<file path="src/logic/frsb_map.svh">
// register offsets, bit positions, reset values and packet codes of the fault status bank
// assumes a single byte-wide register space reached over the i2c slave port
`ifndef FRSB_MAP_SVH
`define FRSB_MAP_SVH

`define FRSB_I2C_ADDR 7'h68
`define FRSB_OFS_PKT_MASK_HI 8'h00
`define FRSB_OFS_PKT_MASK_LO 8'h01
`define FRSB_OFS_ALERT_MASK_HI 8'h02
`define FRSB_OFS_ALERT_MASK_LO 8'h03
`define FRSB_OFS_RAW_HI 8'hD4
`define FRSB_OFS_RAW_LO 8'hD5
`define FRSB_OFS_GATED_HI 8'hD6
`define FRSB_OFS_GATED_LO 8'hD7
`define FRSB_OFS_ALERT_HI 8'hD8
`define FRSB_OFS_ALERT_LO 8'hD9
`define FRSB_OFS_PART_UPPER 8'hFC
`define FRSB_OFS_PART_LOWER 8'hFD
`define FRSB_OFS_FW_REV 8'hFF

`define FRSB_BIT_THERM_TWO 7
`define FRSB_BIT_THERM_ONE 6
`define FRSB_BIT_DIE_HOT 5
`define FRSB_BIT_CHARGE_DONE 2
`define FRSB_BIT_SHUTDOWN_REQ 0

`define FRSB_RST_PKT_MASK_HI 8'h0F
`define FRSB_RST_PKT_MASK_LO 8'hFF
`define FRSB_RST_ALERT_MASK_HI 8'hFF
`define FRSB_RST_ALERT_MASK_LO 8'hFF

`define FRSB_CODE_CHARGE_DONE 8'h01
`define FRSB_CODE_DIE_HOT 8'h02
`define FRSB_CODE_SHUTDOWN_REQ 8'h02
`define FRSB_CODE_THERM 8'h03

`endif

</file>
<file path="src/logic/frsb_pkg.sv">
// types shared by the fault status bank
// assumes frsb_map.svh carries the numbers
`default_nettype none
package frsb_pkg;

    typedef enum logic [3:0] {
        FRSB_IDLE, FRSB_ADDR, FRSB_AACK, FRSB_PTR, FRSB_PACK,
        FRSB_WDATA, FRSB_DACK, FRSB_RDATA, FRSB_RACK, FRSB_RLOAD
    } frsb_state_type;

    typedef struct packed {
        logic therm_two;
        logic therm_one;
        logic die_hot;
        logic charge_done;
        logic shutdown_req;
    } frsb_faults_type;

endpackage : frsb_pkg

`default_nettype wire

</file>
<file path="src/logic/frsb_fault_bank.sv">
// fault status register bank with i2c slave port, packet request and alert pin
// assumes scl and sda are already synchronous to clk_in; sda and alert are open drain
//
// Operation
// - answer i2c at seven-bit address 0x68
// - part code readable at 0xFC and 0xFD
// - firmware revision read-only at 0xFF
// - each fault sends packet or raises alert; faults rising together or while one is pending share one packet
// - unfiltered flags set regardless of enables
// - low byte bits 7,6,5,2,0; others zero
// - gated fault flags need fault and mask
// - charge complete sends packet code 0x01
// - die over-temperature sends packet code 0x02
// - shutdown request sends packet code 0x02
// - either thermistor sends packet code 0x03
// - gated alert flags need fault and mask
// - packet mask one allows the packet
// - alert mask one allows the alert
// - alert is open-drain and active low
`include "frsb_map.svh"
`timescale 1ns/100ps
`default_nettype none

module frsb_fault_bank #(
    parameter logic [7:0] PART_UPPER_RST = 8'h5A, // arbitrary value
    parameter logic [7:0] PART_LOWER_RST = 8'hC3, // arbitrary value
    parameter logic [7:0] FW_REVISION = 8'h11 // arbitrary value
) (
    // clock and reset
    input wire logic clk_in,
    input wire logic resetn_in,
    // i2c pins
    input wire logic scl_in,
    input wire logic sda_in,
    output logic sda_out,
    output logic sda_oe_out,
    // fault sources
    input wire frsb_pkg::frsb_faults_type faults_in,
    // packet request to the modulator
    output logic pkt_valid_out,
    input wire logic pkt_ready_in,
    output logic [7:0] pkt_code_out,
    // alert pin
    output logic alert_n_out,
    output logic alert_oe_out
);

    logic rst_meta_q;
    logic rst_sync_q;

    always_ff @(posedge clk_in or negedge resetn_in) begin
        if (!resetn_in) begin
            rst_meta_q <= 1'b0;
            rst_sync_q <= 1'b0;
        end else begin
            rst_meta_q <= 1'b1;
            rst_sync_q <= rst_meta_q;
        end
    end

    // fault flag path
    frsb_pkg::frsb_faults_type raw_q, raw_d;
    frsb_pkg::frsb_faults_type pkt_mask_f, alert_mask_f;
    frsb_pkg::frsb_faults_type gated_q, gated_d, alert_q, alert_d;
    logic [7:0] pkt_mask_hi_q, pkt_mask_hi_d, pkt_mask_lo_q, pkt_mask_lo_d;
    logic [7:0] alert_mask_hi_q, alert_mask_hi_d, alert_mask_lo_q, alert_mask_lo_d;
    logic [7:0] part_upper_q, part_upper_d, part_lower_q, part_lower_d;
    logic pkt_pend_q, pkt_pend_d;
    logic [7:0] pkt_code_q, pkt_code_d;
    frsb_pkg::frsb_faults_type fresh;

    function automatic logic [7:0] frsb_to_byte(input frsb_pkg::frsb_faults_type f);
        logic [7:0] b;
        b = 8'h00;
        b[`FRSB_BIT_THERM_TWO] = f.therm_two;
        b[`FRSB_BIT_THERM_ONE] = f.therm_one;
        b[`FRSB_BIT_DIE_HOT] = f.die_hot;
        b[`FRSB_BIT_CHARGE_DONE] = f.charge_done;
        b[`FRSB_BIT_SHUTDOWN_REQ] = f.shutdown_req;
        return b;
    endfunction : frsb_to_byte

    function automatic frsb_pkg::frsb_faults_type frsb_from_byte(input logic [7:0] b);
        frsb_pkg::frsb_faults_type f;
        f.therm_two = b[`FRSB_BIT_THERM_TWO];
        f.therm_one = b[`FRSB_BIT_THERM_ONE];
        f.die_hot = b[`FRSB_BIT_DIE_HOT];
        f.charge_done = b[`FRSB_BIT_CHARGE_DONE];
        f.shutdown_req = b[`FRSB_BIT_SHUTDOWN_REQ];
        return f;
    endfunction : frsb_from_byte

    // i2c slave state
    frsb_pkg::frsb_state_type st_q, st_d;
    logic [3:0] cnt_q, cnt_d;
    logic [7:0] shift_q, shift_d;
    logic [7:0] ptr_q, ptr_d;
    logic rw_q, rw_d;
    logic oe_q, oe_d;
    logic scl_prev_q, sda_prev_q;
    logic scl_rise, scl_fall, start_seen, stop_seen;
    logic wr_en;
    logic [7:0] rd_data;

    assign scl_rise = scl_in & ~scl_prev_q;
    assign scl_fall = ~scl_in & scl_prev_q;
    assign start_seen = scl_in & scl_prev_q & sda_prev_q & ~sda_in;
    assign stop_seen = scl_in & scl_prev_q & ~sda_prev_q & sda_in;

    // reads are pure muxes, a read changes nothing but the pointer
    always_comb begin
        unique case (ptr_q)
            `FRSB_OFS_PKT_MASK_HI: rd_data = pkt_mask_hi_q;
            `FRSB_OFS_PKT_MASK_LO: rd_data = pkt_mask_lo_q;
            `FRSB_OFS_ALERT_MASK_HI: rd_data = alert_mask_hi_q;
            `FRSB_OFS_ALERT_MASK_LO: rd_data = alert_mask_lo_q;
            `FRSB_OFS_RAW_LO: rd_data = frsb_to_byte(raw_q);
            `FRSB_OFS_GATED_LO: rd_data = frsb_to_byte(gated_q);
            `FRSB_OFS_ALERT_LO: rd_data = frsb_to_byte(alert_q);
            `FRSB_OFS_PART_UPPER: rd_data = part_upper_q;
            `FRSB_OFS_PART_LOWER: rd_data = part_lower_q;
            `FRSB_OFS_FW_REV: rd_data = FW_REVISION;
            default: rd_data = 8'h00;
        endcase
    end

    always_comb begin
        st_d = st_q;
        cnt_d = cnt_q;
        shift_d = shift_q;
        ptr_d = ptr_q;
        rw_d = rw_q;
        oe_d = oe_q;
        wr_en = 1'b0;
        if (start_seen) begin
            st_d = frsb_pkg::FRSB_ADDR;
            cnt_d = 4'h0;
            oe_d = 1'b0;
        end else if (stop_seen) begin
            st_d = frsb_pkg::FRSB_IDLE;
            oe_d = 1'b0;
        end else if (scl_rise) begin
            unique case (st_q)
                frsb_pkg::FRSB_ADDR, frsb_pkg::FRSB_PTR, frsb_pkg::FRSB_WDATA: begin
                    if (cnt_q < 4'h8) begin
                        shift_d = {shift_q[6:0], sda_in};
                        cnt_d = cnt_q + 4'h1;
                    end
                end
                frsb_pkg::FRSB_RACK: begin
                    // master nack ends the read burst
                    st_d = sda_in ? frsb_pkg::FRSB_IDLE : frsb_pkg::FRSB_RLOAD;
                end
                default: begin
                end
            endcase
        end else if (scl_fall) begin
            unique case (st_q)
                frsb_pkg::FRSB_ADDR: begin
                    if (cnt_q == 4'h8) begin
                        if (shift_q[7:1] == `FRSB_I2C_ADDR) begin
                            rw_d = shift_q[0];
                            st_d = frsb_pkg::FRSB_AACK;
                            oe_d = 1'b1;
                        end else begin
                            st_d = frsb_pkg::FRSB_IDLE;
                        end
                    end
                end
                frsb_pkg::FRSB_AACK, frsb_pkg::FRSB_RLOAD: begin
                    if (rw_q) begin
                        oe_d = ~rd_data[7];
                        shift_d = {rd_data[6:0], 1'b0};
                        ptr_d = ptr_q + 8'h01;
                        cnt_d = 4'h1;
                        st_d = frsb_pkg::FRSB_RDATA;
                    end else begin
                        oe_d = 1'b0;
                        cnt_d = 4'h0;
                        st_d = frsb_pkg::FRSB_PTR;
                    end
                end
                frsb_pkg::FRSB_PTR: begin
                    if (cnt_q == 4'h8) begin
                        ptr_d = shift_q;
                        st_d = frsb_pkg::FRSB_PACK;
                        oe_d = 1'b1;
                    end
                end
                frsb_pkg::FRSB_PACK, frsb_pkg::FRSB_DACK: begin
                    oe_d = 1'b0;
                    cnt_d = 4'h0;
                    st_d = frsb_pkg::FRSB_WDATA;
                end
                frsb_pkg::FRSB_WDATA: begin
                    if (cnt_q == 4'h8) begin
                        wr_en = 1'b1;
                        ptr_d = ptr_q + 8'h01;
                        st_d = frsb_pkg::FRSB_DACK;
                        oe_d = 1'b1;
                    end
                end
                frsb_pkg::FRSB_RDATA: begin
                    if (cnt_q == 4'h8) begin
                        oe_d = 1'b0;
                        st_d = frsb_pkg::FRSB_RACK;
                    end else begin
                        oe_d = ~shift_q[7];
                        shift_d = {shift_q[6:0], 1'b0};
                        cnt_d = cnt_q + 4'h1;
                    end
                end
                default: begin
                end
            endcase
        end
    end

    // register writes and fault path
    always_comb begin
        pkt_mask_hi_d = pkt_mask_hi_q;
        pkt_mask_lo_d = pkt_mask_lo_q;
        alert_mask_hi_d = alert_mask_hi_q;
        alert_mask_lo_d = alert_mask_lo_q;
        part_upper_d = part_upper_q;
        part_lower_d = part_lower_q;
        if (wr_en) begin
            unique case (ptr_q)
                `FRSB_OFS_PKT_MASK_HI: pkt_mask_hi_d = shift_q;
                `FRSB_OFS_PKT_MASK_LO: pkt_mask_lo_d = shift_q;
                `FRSB_OFS_ALERT_MASK_HI: alert_mask_hi_d = shift_q;
                `FRSB_OFS_ALERT_MASK_LO: alert_mask_lo_d = shift_q;
                `FRSB_OFS_PART_UPPER: part_upper_d = shift_q;
                `FRSB_OFS_PART_LOWER: part_lower_d = shift_q;
                default: begin
                end
            endcase
        end
        pkt_mask_f = frsb_from_byte(pkt_mask_lo_q);
        alert_mask_f = frsb_from_byte(alert_mask_lo_q);
        raw_d = faults_in;
        gated_d = raw_q & pkt_mask_f;
        alert_d = raw_q & alert_mask_f;
        // only a newly gated fault asks for a packet, so a standing one is not resent
        fresh = gated_d & ~gated_q;
        pkt_pend_d = pkt_pend_q;
        pkt_code_d = pkt_code_q;
        if (pkt_pend_q && pkt_ready_in) begin
            pkt_pend_d = 1'b0;
        end
        if (|fresh) begin
            pkt_pend_d = 1'b1;
            if (fresh.die_hot) begin
                pkt_code_d = `FRSB_CODE_DIE_HOT;
            end else if (fresh.shutdown_req) begin
                pkt_code_d = `FRSB_CODE_SHUTDOWN_REQ;
            end else if (fresh.therm_one || fresh.therm_two) begin
                pkt_code_d = `FRSB_CODE_THERM;
            end else begin
                pkt_code_d = `FRSB_CODE_CHARGE_DONE;
            end
        end
    end

    always_ff @(posedge clk_in or negedge rst_sync_q) begin
        if (!rst_sync_q) begin
            st_q <= frsb_pkg::FRSB_IDLE;
            cnt_q <= 4'h0;
            shift_q <= 8'h00;
            ptr_q <= 8'h00;
            rw_q <= 1'b0;
            oe_q <= 1'b0;
            scl_prev_q <= 1'b1;
            sda_prev_q <= 1'b1;
            raw_q <= '0;
            gated_q <= '0;
            alert_q <= '0;
            pkt_mask_hi_q <= `FRSB_RST_PKT_MASK_HI;
            pkt_mask_lo_q <= `FRSB_RST_PKT_MASK_LO;
            alert_mask_hi_q <= `FRSB_RST_ALERT_MASK_HI;
            alert_mask_lo_q <= `FRSB_RST_ALERT_MASK_LO;
            part_upper_q <= PART_UPPER_RST;
            part_lower_q <= PART_LOWER_RST;
            pkt_pend_q <= 1'b0;
            pkt_code_q <= 8'h00;
        end else begin
            st_q <= st_d;
            cnt_q <= cnt_d;
            shift_q <= shift_d;
            ptr_q <= ptr_d;
            rw_q <= rw_d;
            oe_q <= oe_d;
            scl_prev_q <= scl_in;
            sda_prev_q <= sda_in;
            raw_q <= raw_d;
            gated_q <= gated_d;
            alert_q <= alert_d;
            pkt_mask_hi_q <= pkt_mask_hi_d;
            pkt_mask_lo_q <= pkt_mask_lo_d;
            alert_mask_hi_q <= alert_mask_hi_d;
            alert_mask_lo_q <= alert_mask_lo_d;
            part_upper_q <= part_upper_d;
            part_lower_q <= part_lower_d;
            pkt_pend_q <= pkt_pend_d;
            pkt_code_q <= pkt_code_d;
        end
    end

    assign sda_out = 1'b0;
    assign sda_oe_out = oe_q;
    assign pkt_valid_out = pkt_pend_q;
    assign pkt_code_out = pkt_code_q;
    assign alert_n_out = 1'b0;
    assign alert_oe_out = |alert_q;

endmodule : frsb_fault_bank

`default_nettype wire

</file>
<file path="config.mk">
export PLATFORM = sky130hd
export DESIGN_NAME = frsb_fault_bank
export DESIGN_NICKNAME = d
export VERILOG_FILES = /design/src/logic/frsb_pkg.sv /design/src/logic/frsb_fault_bank.sv
export VERILOG_INCLUDE_DIRS = /design/src /design/src/logic
export SDC_FILE = /design/constraint.sdc
export NUM_CORES = 1
export LEC_CHECK = 0
export ABC_AREA = 1
export BUFFER_PORTS_ARGS = -buffer_cell sky130_fd_sc_hd__buf_2
export CAP_MARGIN = 15
export CELL_PAD_IN_SITES_DETAIL_PLACEMENT = 1
export CELL_PAD_IN_SITES_GLOBAL_PLACEMENT = 1
export CORE_UTILIZATION = 46
export DETAILED_ROUTE_END_ITERATION = 6
export PLACE_DENSITY = 0.91
export RECOVER_POWER = 25
export SLEW_MARGIN = 30
export SYNTH_ARGS = -nofsm -noshare
export SYNTH_HDL_FRONTEND = slang
export SYNTH_SLANG_ARGS = --single-unit
</file>
<file path="constraint.sdc">
create_clock -name clk_in -period 4.1 [get_ports clk_in]
set_clock_uncertainty 0.2 [all_clocks]
set_input_delay 0.205 -clock clk_in [delete_from_list [all_inputs] [get_ports clk_in]]
set_output_delay 0.205 -clock clk_in [all_outputs]
set_load 0.01 [all_outputs]
</file>
==> run metrics, run 1 <==
routed wire length roughly 15,000 um; startpoint type of the worst setup path register; Distinct cells, synth 31; via count 4,683; Syn Area/Cell 7.66 um2; full die area between 0.01 and 0.015 mm2; CTS tree built; WL per Instance about 18 um; Port Buffers 14; I/O pin cnt 23; Max IR drop VDD around 300 uV; hold buffers post-CTS 10; RSZ-0062 raised after global routing no; first-pass GRT wire length roughly 25,000 um; final setup TNS 0 ns; worst min path class reg2reg; DRT antenna net count 0; Rows 37; mapped cell area 0.00508 mm2; Seq/Total Area, Yosys 0.483; Worst Path Max Fanout 16; post-synth top area share 0.286; Rel. slew slack -0.0920; failing checks max-capacitance violations, max-slew violations; final setup fails 0; worst slack at placement between 1 and 1.5 ns; Final GP Congestion a little over 0.9; Root Driver clkbuf_8; ranking of synthesized cells by area dfrtp_1 (29%), dfstp_2 (20%), nand2_1 (13%); Leak roughly 2.6 nW; Core ar. between 0.01 and 0.015 mm2; yosys synthesis warning count 0; Num CTS Buffers 9; CTS clock-pin slew for the worst setup and hold paths around 0.1 ns; # diodes 0; worst-margin pin slew approximately 1.6 ns; Setup Buffers After CTS 0; overall global routing resource usage 0.282; max-cap violation count 1; Crit path arrival time approximately 3 ns; gr ovfl total 0; commonest cells in the synthesized netlist nand2_1 (172), nand3_1 (89), o21ai_0 (79), inv_1 (68), nor2_1 (68); clock sinks 96; share of layout cells above drive strength 1 0.100; Post-CTS Resized 0; DP HPWL approximately 11,000 um; largest net degree at the start of global routing 42; Vias per Instance around 5.7; Starting Density 0.483; ys flop type dfrtp_1; final worst-path setup slack approximately 1.2 ns; Fin. Hold Viols 0; f_max between 300 and 400 MHz; outcome complete, but fails checks; number of enable flip-flop cells after synthesis 0; PwrDens approximately 510 mW/mm2; vias in the first global route 4,845; die width about 110 um; Post-Syn Instances 663; Area Overhead vs Synth 8.87%; DRC viols 0; H-tree levels 3; Tmin final 2.91 ns; Data required, critical path 4.18 ns; Clock Path Buffers 2; count leader, synth nand2_1; Final Max Slew Viols 39; share of flip-flops with an asynchronous set or reset 1.00; Synth area leader dfrtp_1; die height approximately 110 um; Final nets 704; Detailed Routing Iterations Pass 1 5; antenna violations before repair 0; CP Capture Type register; crit share post-route 0.710; DR iter-0 viols roughly 220; synthesized flop and latch total 96; WS Path Type reg2reg; clk_lat worst skew just under 0.4 ns
[critical path, stage by stage, from the launching register on]
cell and delay (ns):
dfstp_2 0.56, inv_1 0.05, ha_1 0.22, inv_1 0.20, nand2_1 0.19, nor4_4 0.47, nand3_1 0.50, o21ai_0 0.42
[cells in the final DEF (no fill, tap or decap), types with 3 or more instances in the layout]
master / instances
nand3_1: 89
conb_1: 9
buf_2: 12
a21oi_1: 18
inv_1: 68
clkbuf_8: 9
dfstp_1: 6
dfstp_2: 32
o211ai_1: 3
nand4_1: 5
nor2_1: 66
nor2_2: 6
o21ai_0: 79
ha_1: 9
nand2_1: 172
nor3_1: 3
dlygate4sd3_1: 10
clkbuf_1: 3
a31oi_1: 8
dfrtp_1: 58
[power breakdown]
part           switching (mW)  internal (mW)  total [mW]
Combinational           0.715          0.240       0.955
Sequential              0.138           1.06        1.20
Clock                   0.356          0.286       0.641
[through the flow]
| stage | util | hold WS (ns) | cells | power [mW] | area, um2 |
|---|---|---|---|---|---|
| global route | 0.526 | 0.197 | 826 | 2.97 | 5530 |
| floorplan | - | -0.291 | 670 | 1.81 | 5100 |
| finish | 0.526 | 0.167 | 826 | 2.80 | 5530 |
| CTS | 0.527 | 0.132 | 826 | 2.79 | 5530 |
| global placement | 0.496 | -0.210 | 799 | 2.06 | 5220 |
| detailed placement | 0.498 | -0.209 | 800 | 2.13 | 5240 |
[flip-flops by register name, indices dropped and copies added (netlist names), 2 cells and up]
register and flops:
raw_q 5, pkt_mask_hi_q 8, pkt_mask_lo_q 8, shift_q 8, alert_mask_lo_q 8, ptr_q 8
gated_q 5, pkt_code_out 2, part_lower_q 8, alert_q 5, part_upper_q 8, st_q 4
alert_mask_hi_q 8, cnt_q 4
[path summary, 6_finish.rpt]
check | start | end | slack (ns) | cells after the start
setup / recovery | scl_prev_q | part_lower_q[4] | 1.19 | 7
max in group asynchronous | rst_sync_q | pkt_mask_hi_q[1] | 2.13 | 1
min in group asynchronous | resetn_in | rst_meta_q | 0.45 | 3
hold / removal | rst_meta_q | rst_sync_q | 0.17 | 0
hold reg to reg | rst_meta_q | rst_sync_q | 0.17 | 0
setup reg to reg | scl_prev_q | part_lower_q[4] | 1.19 | 7
[routing by layer]
metal  part of all wire  track usage  up-vias  wire, um
met5                  0            0        -         0
met4              0.018       0.0959        0       267
met3              0.042       0.0644       23       627
met2               0.49        0.470      117      7260
met1               0.45        0.361     2344      6800
li1                   -            -     2199         -
[cell type report]
cell class                      instances  area [um2]
Fill cell                            1347        4980
Sequential cell                        96        2450
Multi-Input combinational cell        482        2250
Inverter                               69         259
Timing Repair Buffer                   27         203
Tap cell                              136         170
Clock buffer                           10         128
Clock inverter                          6        68.8
[logic make-up (layout without fill, tap and decap cells)]
logic type      Yosys count  after routing  share of synthesized area
simple gates            345            345                      0.287
compound gates          117            117                      0.123
flops                    96             96                      0.483
buf+inv                  92            112                     0.0806
fa+ha+maj                 9              9                     0.0222
other cells               2              9                    0.00148
xor+xnor                  2              2                    0.00345
Note: power is estimated with default switching activity, not from simulation.
==> run 2: changes to the inputs <==
ABC_AREA = 0   (was 1)
CORE_UTILIZATION = 50   (was 46)
clock period = 2.9 ns   (was 4.1 ns; I/O delays follow)
==> run 2 against run 1 <==
  * Via count decreased by 11%
  * Setup slack lost 0.99 ns
  * Clock power rose by 43%
  * Utilization up 3.5 points
  * Fmax increased by 7.7%
  * Highest routed layer unchanged
  * Die area down 4.2%
  * Count of clock-buffer cells in the layout down 1
  * The run now ends clean
  * First-iteration DRC count is 47% higher
  * Cell area is 4.3% higher
==> run metrics, run 2 <==
Rel. slew slack 0.0157 (was -0.0920); full die area 0.0110 mm2 (was 0.0115 mm2); max-cap violation count 0 (was 1); commonest non-fill, non-tap cell in the layout dfrtp_1 (was nand2_1); Syn Area/Cell 10.8 um2 (was 7.66 um2); adder-cell share of the synthesized area 0.0213 (was 0.0222); die width 105 um (was 107 um); die height 105 um (was 107 um); share of flip-flops with an asynchronous set or reset 1.00 (unchanged); Synth area leader dfrtp_1 (unchanged); first-pass GRT wire length 25,000 um (was 24,500 um); I/O pin cnt 23 (unchanged); Tmin final 2.70 ns (was 2.91 ns); Post-Syn Instances 489 (was 663); CP Capture Type register (unchanged); Detailed Routing Iterations Pass 1 5 (unchanged); Rows 37 (unchanged); largest family of logic cells by synthesized area compound AO/OA/AOI/OAI gates (was simple AND/OR/NAND/NOR gates); H-tree levels 3 (unchanged); Setup Buffers After CTS 0 (unchanged); FF-to-FF setup slack 0.20 ns (was 1.19 ns); Post-Synth XOR/XNOR Area 0.00498 (was 0.00345); CTS clock-pin slew for the worst setup and hold paths 0.10 ns (about the same); slowest cell on the critical path dfrtp_1 (was dfstp_2); worst min path class reg2reg (unchanged); worst slack at placement 0.259 ns (was 1.29 ns); outcome finished, final reports clean (was complete, but fails checks); Clock Path Buffers 2 (unchanged); Final Max Slew Viols 0 (was 39); final setup TNS 0 ns (unchanged); clock sinks 96 (unchanged); Data required, critical path 2.97 ns (was 4.18 ns); share of layout cells above drive strength 1 0.229 (was 0.100); commonest cells in the synthesized netlist dfrtp_1 (58), nand2_1 (40), dfstp_2 (38), mux2_4 (32), nor2_1 (25) (was nand2_1 (172), nand3_1 (89), o21ai_0 (79), inv_1 (68), nor2_1 (68)); Num CTS Buffers 9 (unchanged); yosys synthesis warning count 0 (unchanged); Register-to-Register Path Depth 8 (was 7); Worst Path Max Fanout 10 (was 16); synthesized flop and latch total 96 (unchanged); # diodes 0 (unchanged); crit share post-route 0.933 (was 0.710); ys flop type dfrtp_1 (unchanged); mux share of post-synthesis cell area 0.139 (was 0); overall global routing resource usage 0.301 (was 0.282); CTS tree built (unchanged); Max IR drop VDD 297 uV (was 294 uV); Port Buffers 14 (unchanged); Crit path arrival time 2.77 ns (was 2.99 ns); reg-to-reg endpoint shift_q[4] (was part_lower_q[4]); Fin. Hold Viols 0 (unchanged); worst path cell trace inv_1, ha_1, nor2_1, nand2_1, a211o_1, o21bai_1, a31oi_1, o22a_1 (was inv_1, ha_1, inv_1, nand2_1, nor4_4, nand3_1, o21ai_0); number of enable flip-flop cells after synthesis 0 (unchanged); mapped cell area 0.00528 mm2 (was 0.00508 mm2); vias in the first global route 4,452 (was 4,845); Root Driver clkbuf_8 (unchanged); Distinct cells, synth 63 (was 31); Compound-Gate Fraction of Synth Area 0.162 (was 0.123); antenna violations before repair 0 (unchanged); WS Path Type reg2reg (unchanged); routed wire length 15,500 um (was 15,000 um); simple-gate share of the synthesized area 0.154 (was 0.287); via count 4,163 (was 4,683); Seq/Total Area, Yosys 0.464 (was 0.483); Final nets 525 (was 704); worst-margin pin slew 1.48 ns (was 1.64 ns); RSZ-0062 raised after global routing no (unchanged); Area Overhead vs Synth 9.19% (was 8.87%); Starting Density 0.514 (was 0.483); startpoint type of the worst setup path register (unchanged); Post-CTS Resized 0 (unchanged); Vias per Instance 6.43 (was 5.67); post-synth top area share 0.275 (was 0.286); Final GP Congestion 0.880 (was 0.914); largest net degree at the start of global routing 61 (was 42); clk_lat worst skew 0.39 ns (about the same); WL per Instance 24.0 um (was 18.1 um); hold_ws 0.157 ns (was 0.167 ns); ranking of synthesized cells by area dfrtp_1 (27%), dfstp_2 (19%), mux2_4 (9.1%) (was dfrtp_1 (29%), dfstp_2 (20%), nand2_1 (13%)); gr ovfl total 0 (unchanged); final worst-path setup slack 0.196 ns (was 1.19 ns); max incr delay on CP 0.47 ns (was 0.56 ns); DRC viols 0 (unchanged); DR iter-0 viols 317 (was 215); Critical Path Sink shift_q[4] (was part_lower_q[4]); commonest cells after routing, fill and taps aside dfrtp_1 (58), nand2_1 (40), dfstp_2 (33), mux2_4 (32), nor2_1 (25) (was nand2_1 (172), nand3_1 (89), o21ai_0 (79), inv_1 (68), nor2_1 (66)); DRT antenna net count 0 (unchanged); Core ar. 0.0103 mm2 (was 0.0105 mm2); count leader, synth dfrtp_1 (was nand2_1); PwrDens 562 mW/mm2 (was 506 mW/mm2); Critical path origin ptr_q[0] (was scl_prev_q); final setup fails 0 (unchanged); Leak 2.55 nW (was 2.61 nW); DP HPWL 10,400 um (was 10,900 um); worst reg2reg startpoint ptr_q[0] (was scl_prev_q); f_max 370 MHz (was 343 MHz)
run 2: cell count changes after synthesis, sizes merged, moves of 8 or more:
cell	change
nor2	-46
inv	-50
mux2	+52
o21ai	-68
clkbuf	+13
nor2b	+9
nand3	-73
nand2	-128
o22a	+12
a22oi	+8
a22o	+13
run 2: worst max-delay path, delay by kind of cell (launching register included):
family | cells | cell delay (ns)
adder cells (fa/ha/maj) | 1 | 0.42
AND/OR/NAND/NOR | 2 | 0.27
buffers and inverters | 1 | 0.09
flip-flops | 1 | 0.47
AO/OA/AOI/OAI | 4 | 1.14
run 2: logic make-up (layout without fill, tap and decap cells):
family | after synthesis | after routing
xor gates and xnor gates | 3 | 3
muxes | 55 | 55
other | 2 | 9
buffers and inverters | 60 | 75
DFF | 96 | 96
AOI/OAI and AO/OA | 119 | 119
and+or+nand+nor | 145 | 145
adders and majority gates | 9 | 9
run 2: report_power, final:
part           switching (mW)  leakage (nW)  internal [mW]
combinational           0.347          1.31          0.249
clock                   0.516        0.0893          0.397
sequential              0.298          1.16           1.43
total                    1.16          2.55           2.08
run 2: worst min path at each step:
stage                     startpoint               to  slack (ns)  cells past startpoint
after floorplan            resetn_in       rst_meta_q       -0.35                      0
after detailed placement   resetn_in       rst_meta_q       -0.27                      1
after global placement     resetn_in       rst_meta_q       -0.27                      1
final                     rst_meta_q       rst_sync_q        0.16                      0
after CTS                 rst_sync_q  part_lower_q[2]        0.12                      0
after global routing      rst_meta_q       rst_sync_q        0.18                      0
run 2: per-layer routing:
metal / part of all wire / vias up / global-route usage
met5: 0 / - / 0
li1: - / 1789 / -
met1: 0.39 / 2161 / 0.368
met2: 0.50 / 161 / 0.499
met3: 0.060 / 52 / 0.0574
met4: 0.046 / 0 / 0.173
run 2: timing repair:
| item | 4_1_cts | 5_1_grt |
|---|---|---|
| endpoints found under the hold margin | 11 | 0 |
| hold buffers | 10 | 0 |
| setup endpoints to repair | 0 | 0 |
run 2: area by class of cell:
type,instances,area [um2]
sequential,96,2450
multi-input combinational,340,2580
timing repair buffer,41,308
tap,136,170
clock inverter,7,70.1
clock buffer,9,124
fill,1119,4510
inverter,18,67.6
run 2: per-stage QoR:
stage          cells   util  total power [mW]  cell area (um2)
2_1_floorplan    496      -              2.05             5310
3_3_place_gp     621  0.533              2.26             5480
4_1_cts          647  0.562              3.22             5770
6_report         647  0.561              3.24             5770
3_5_place_dp     621  0.533              2.31             5480
5_1_grt          647  0.561              3.35             5770
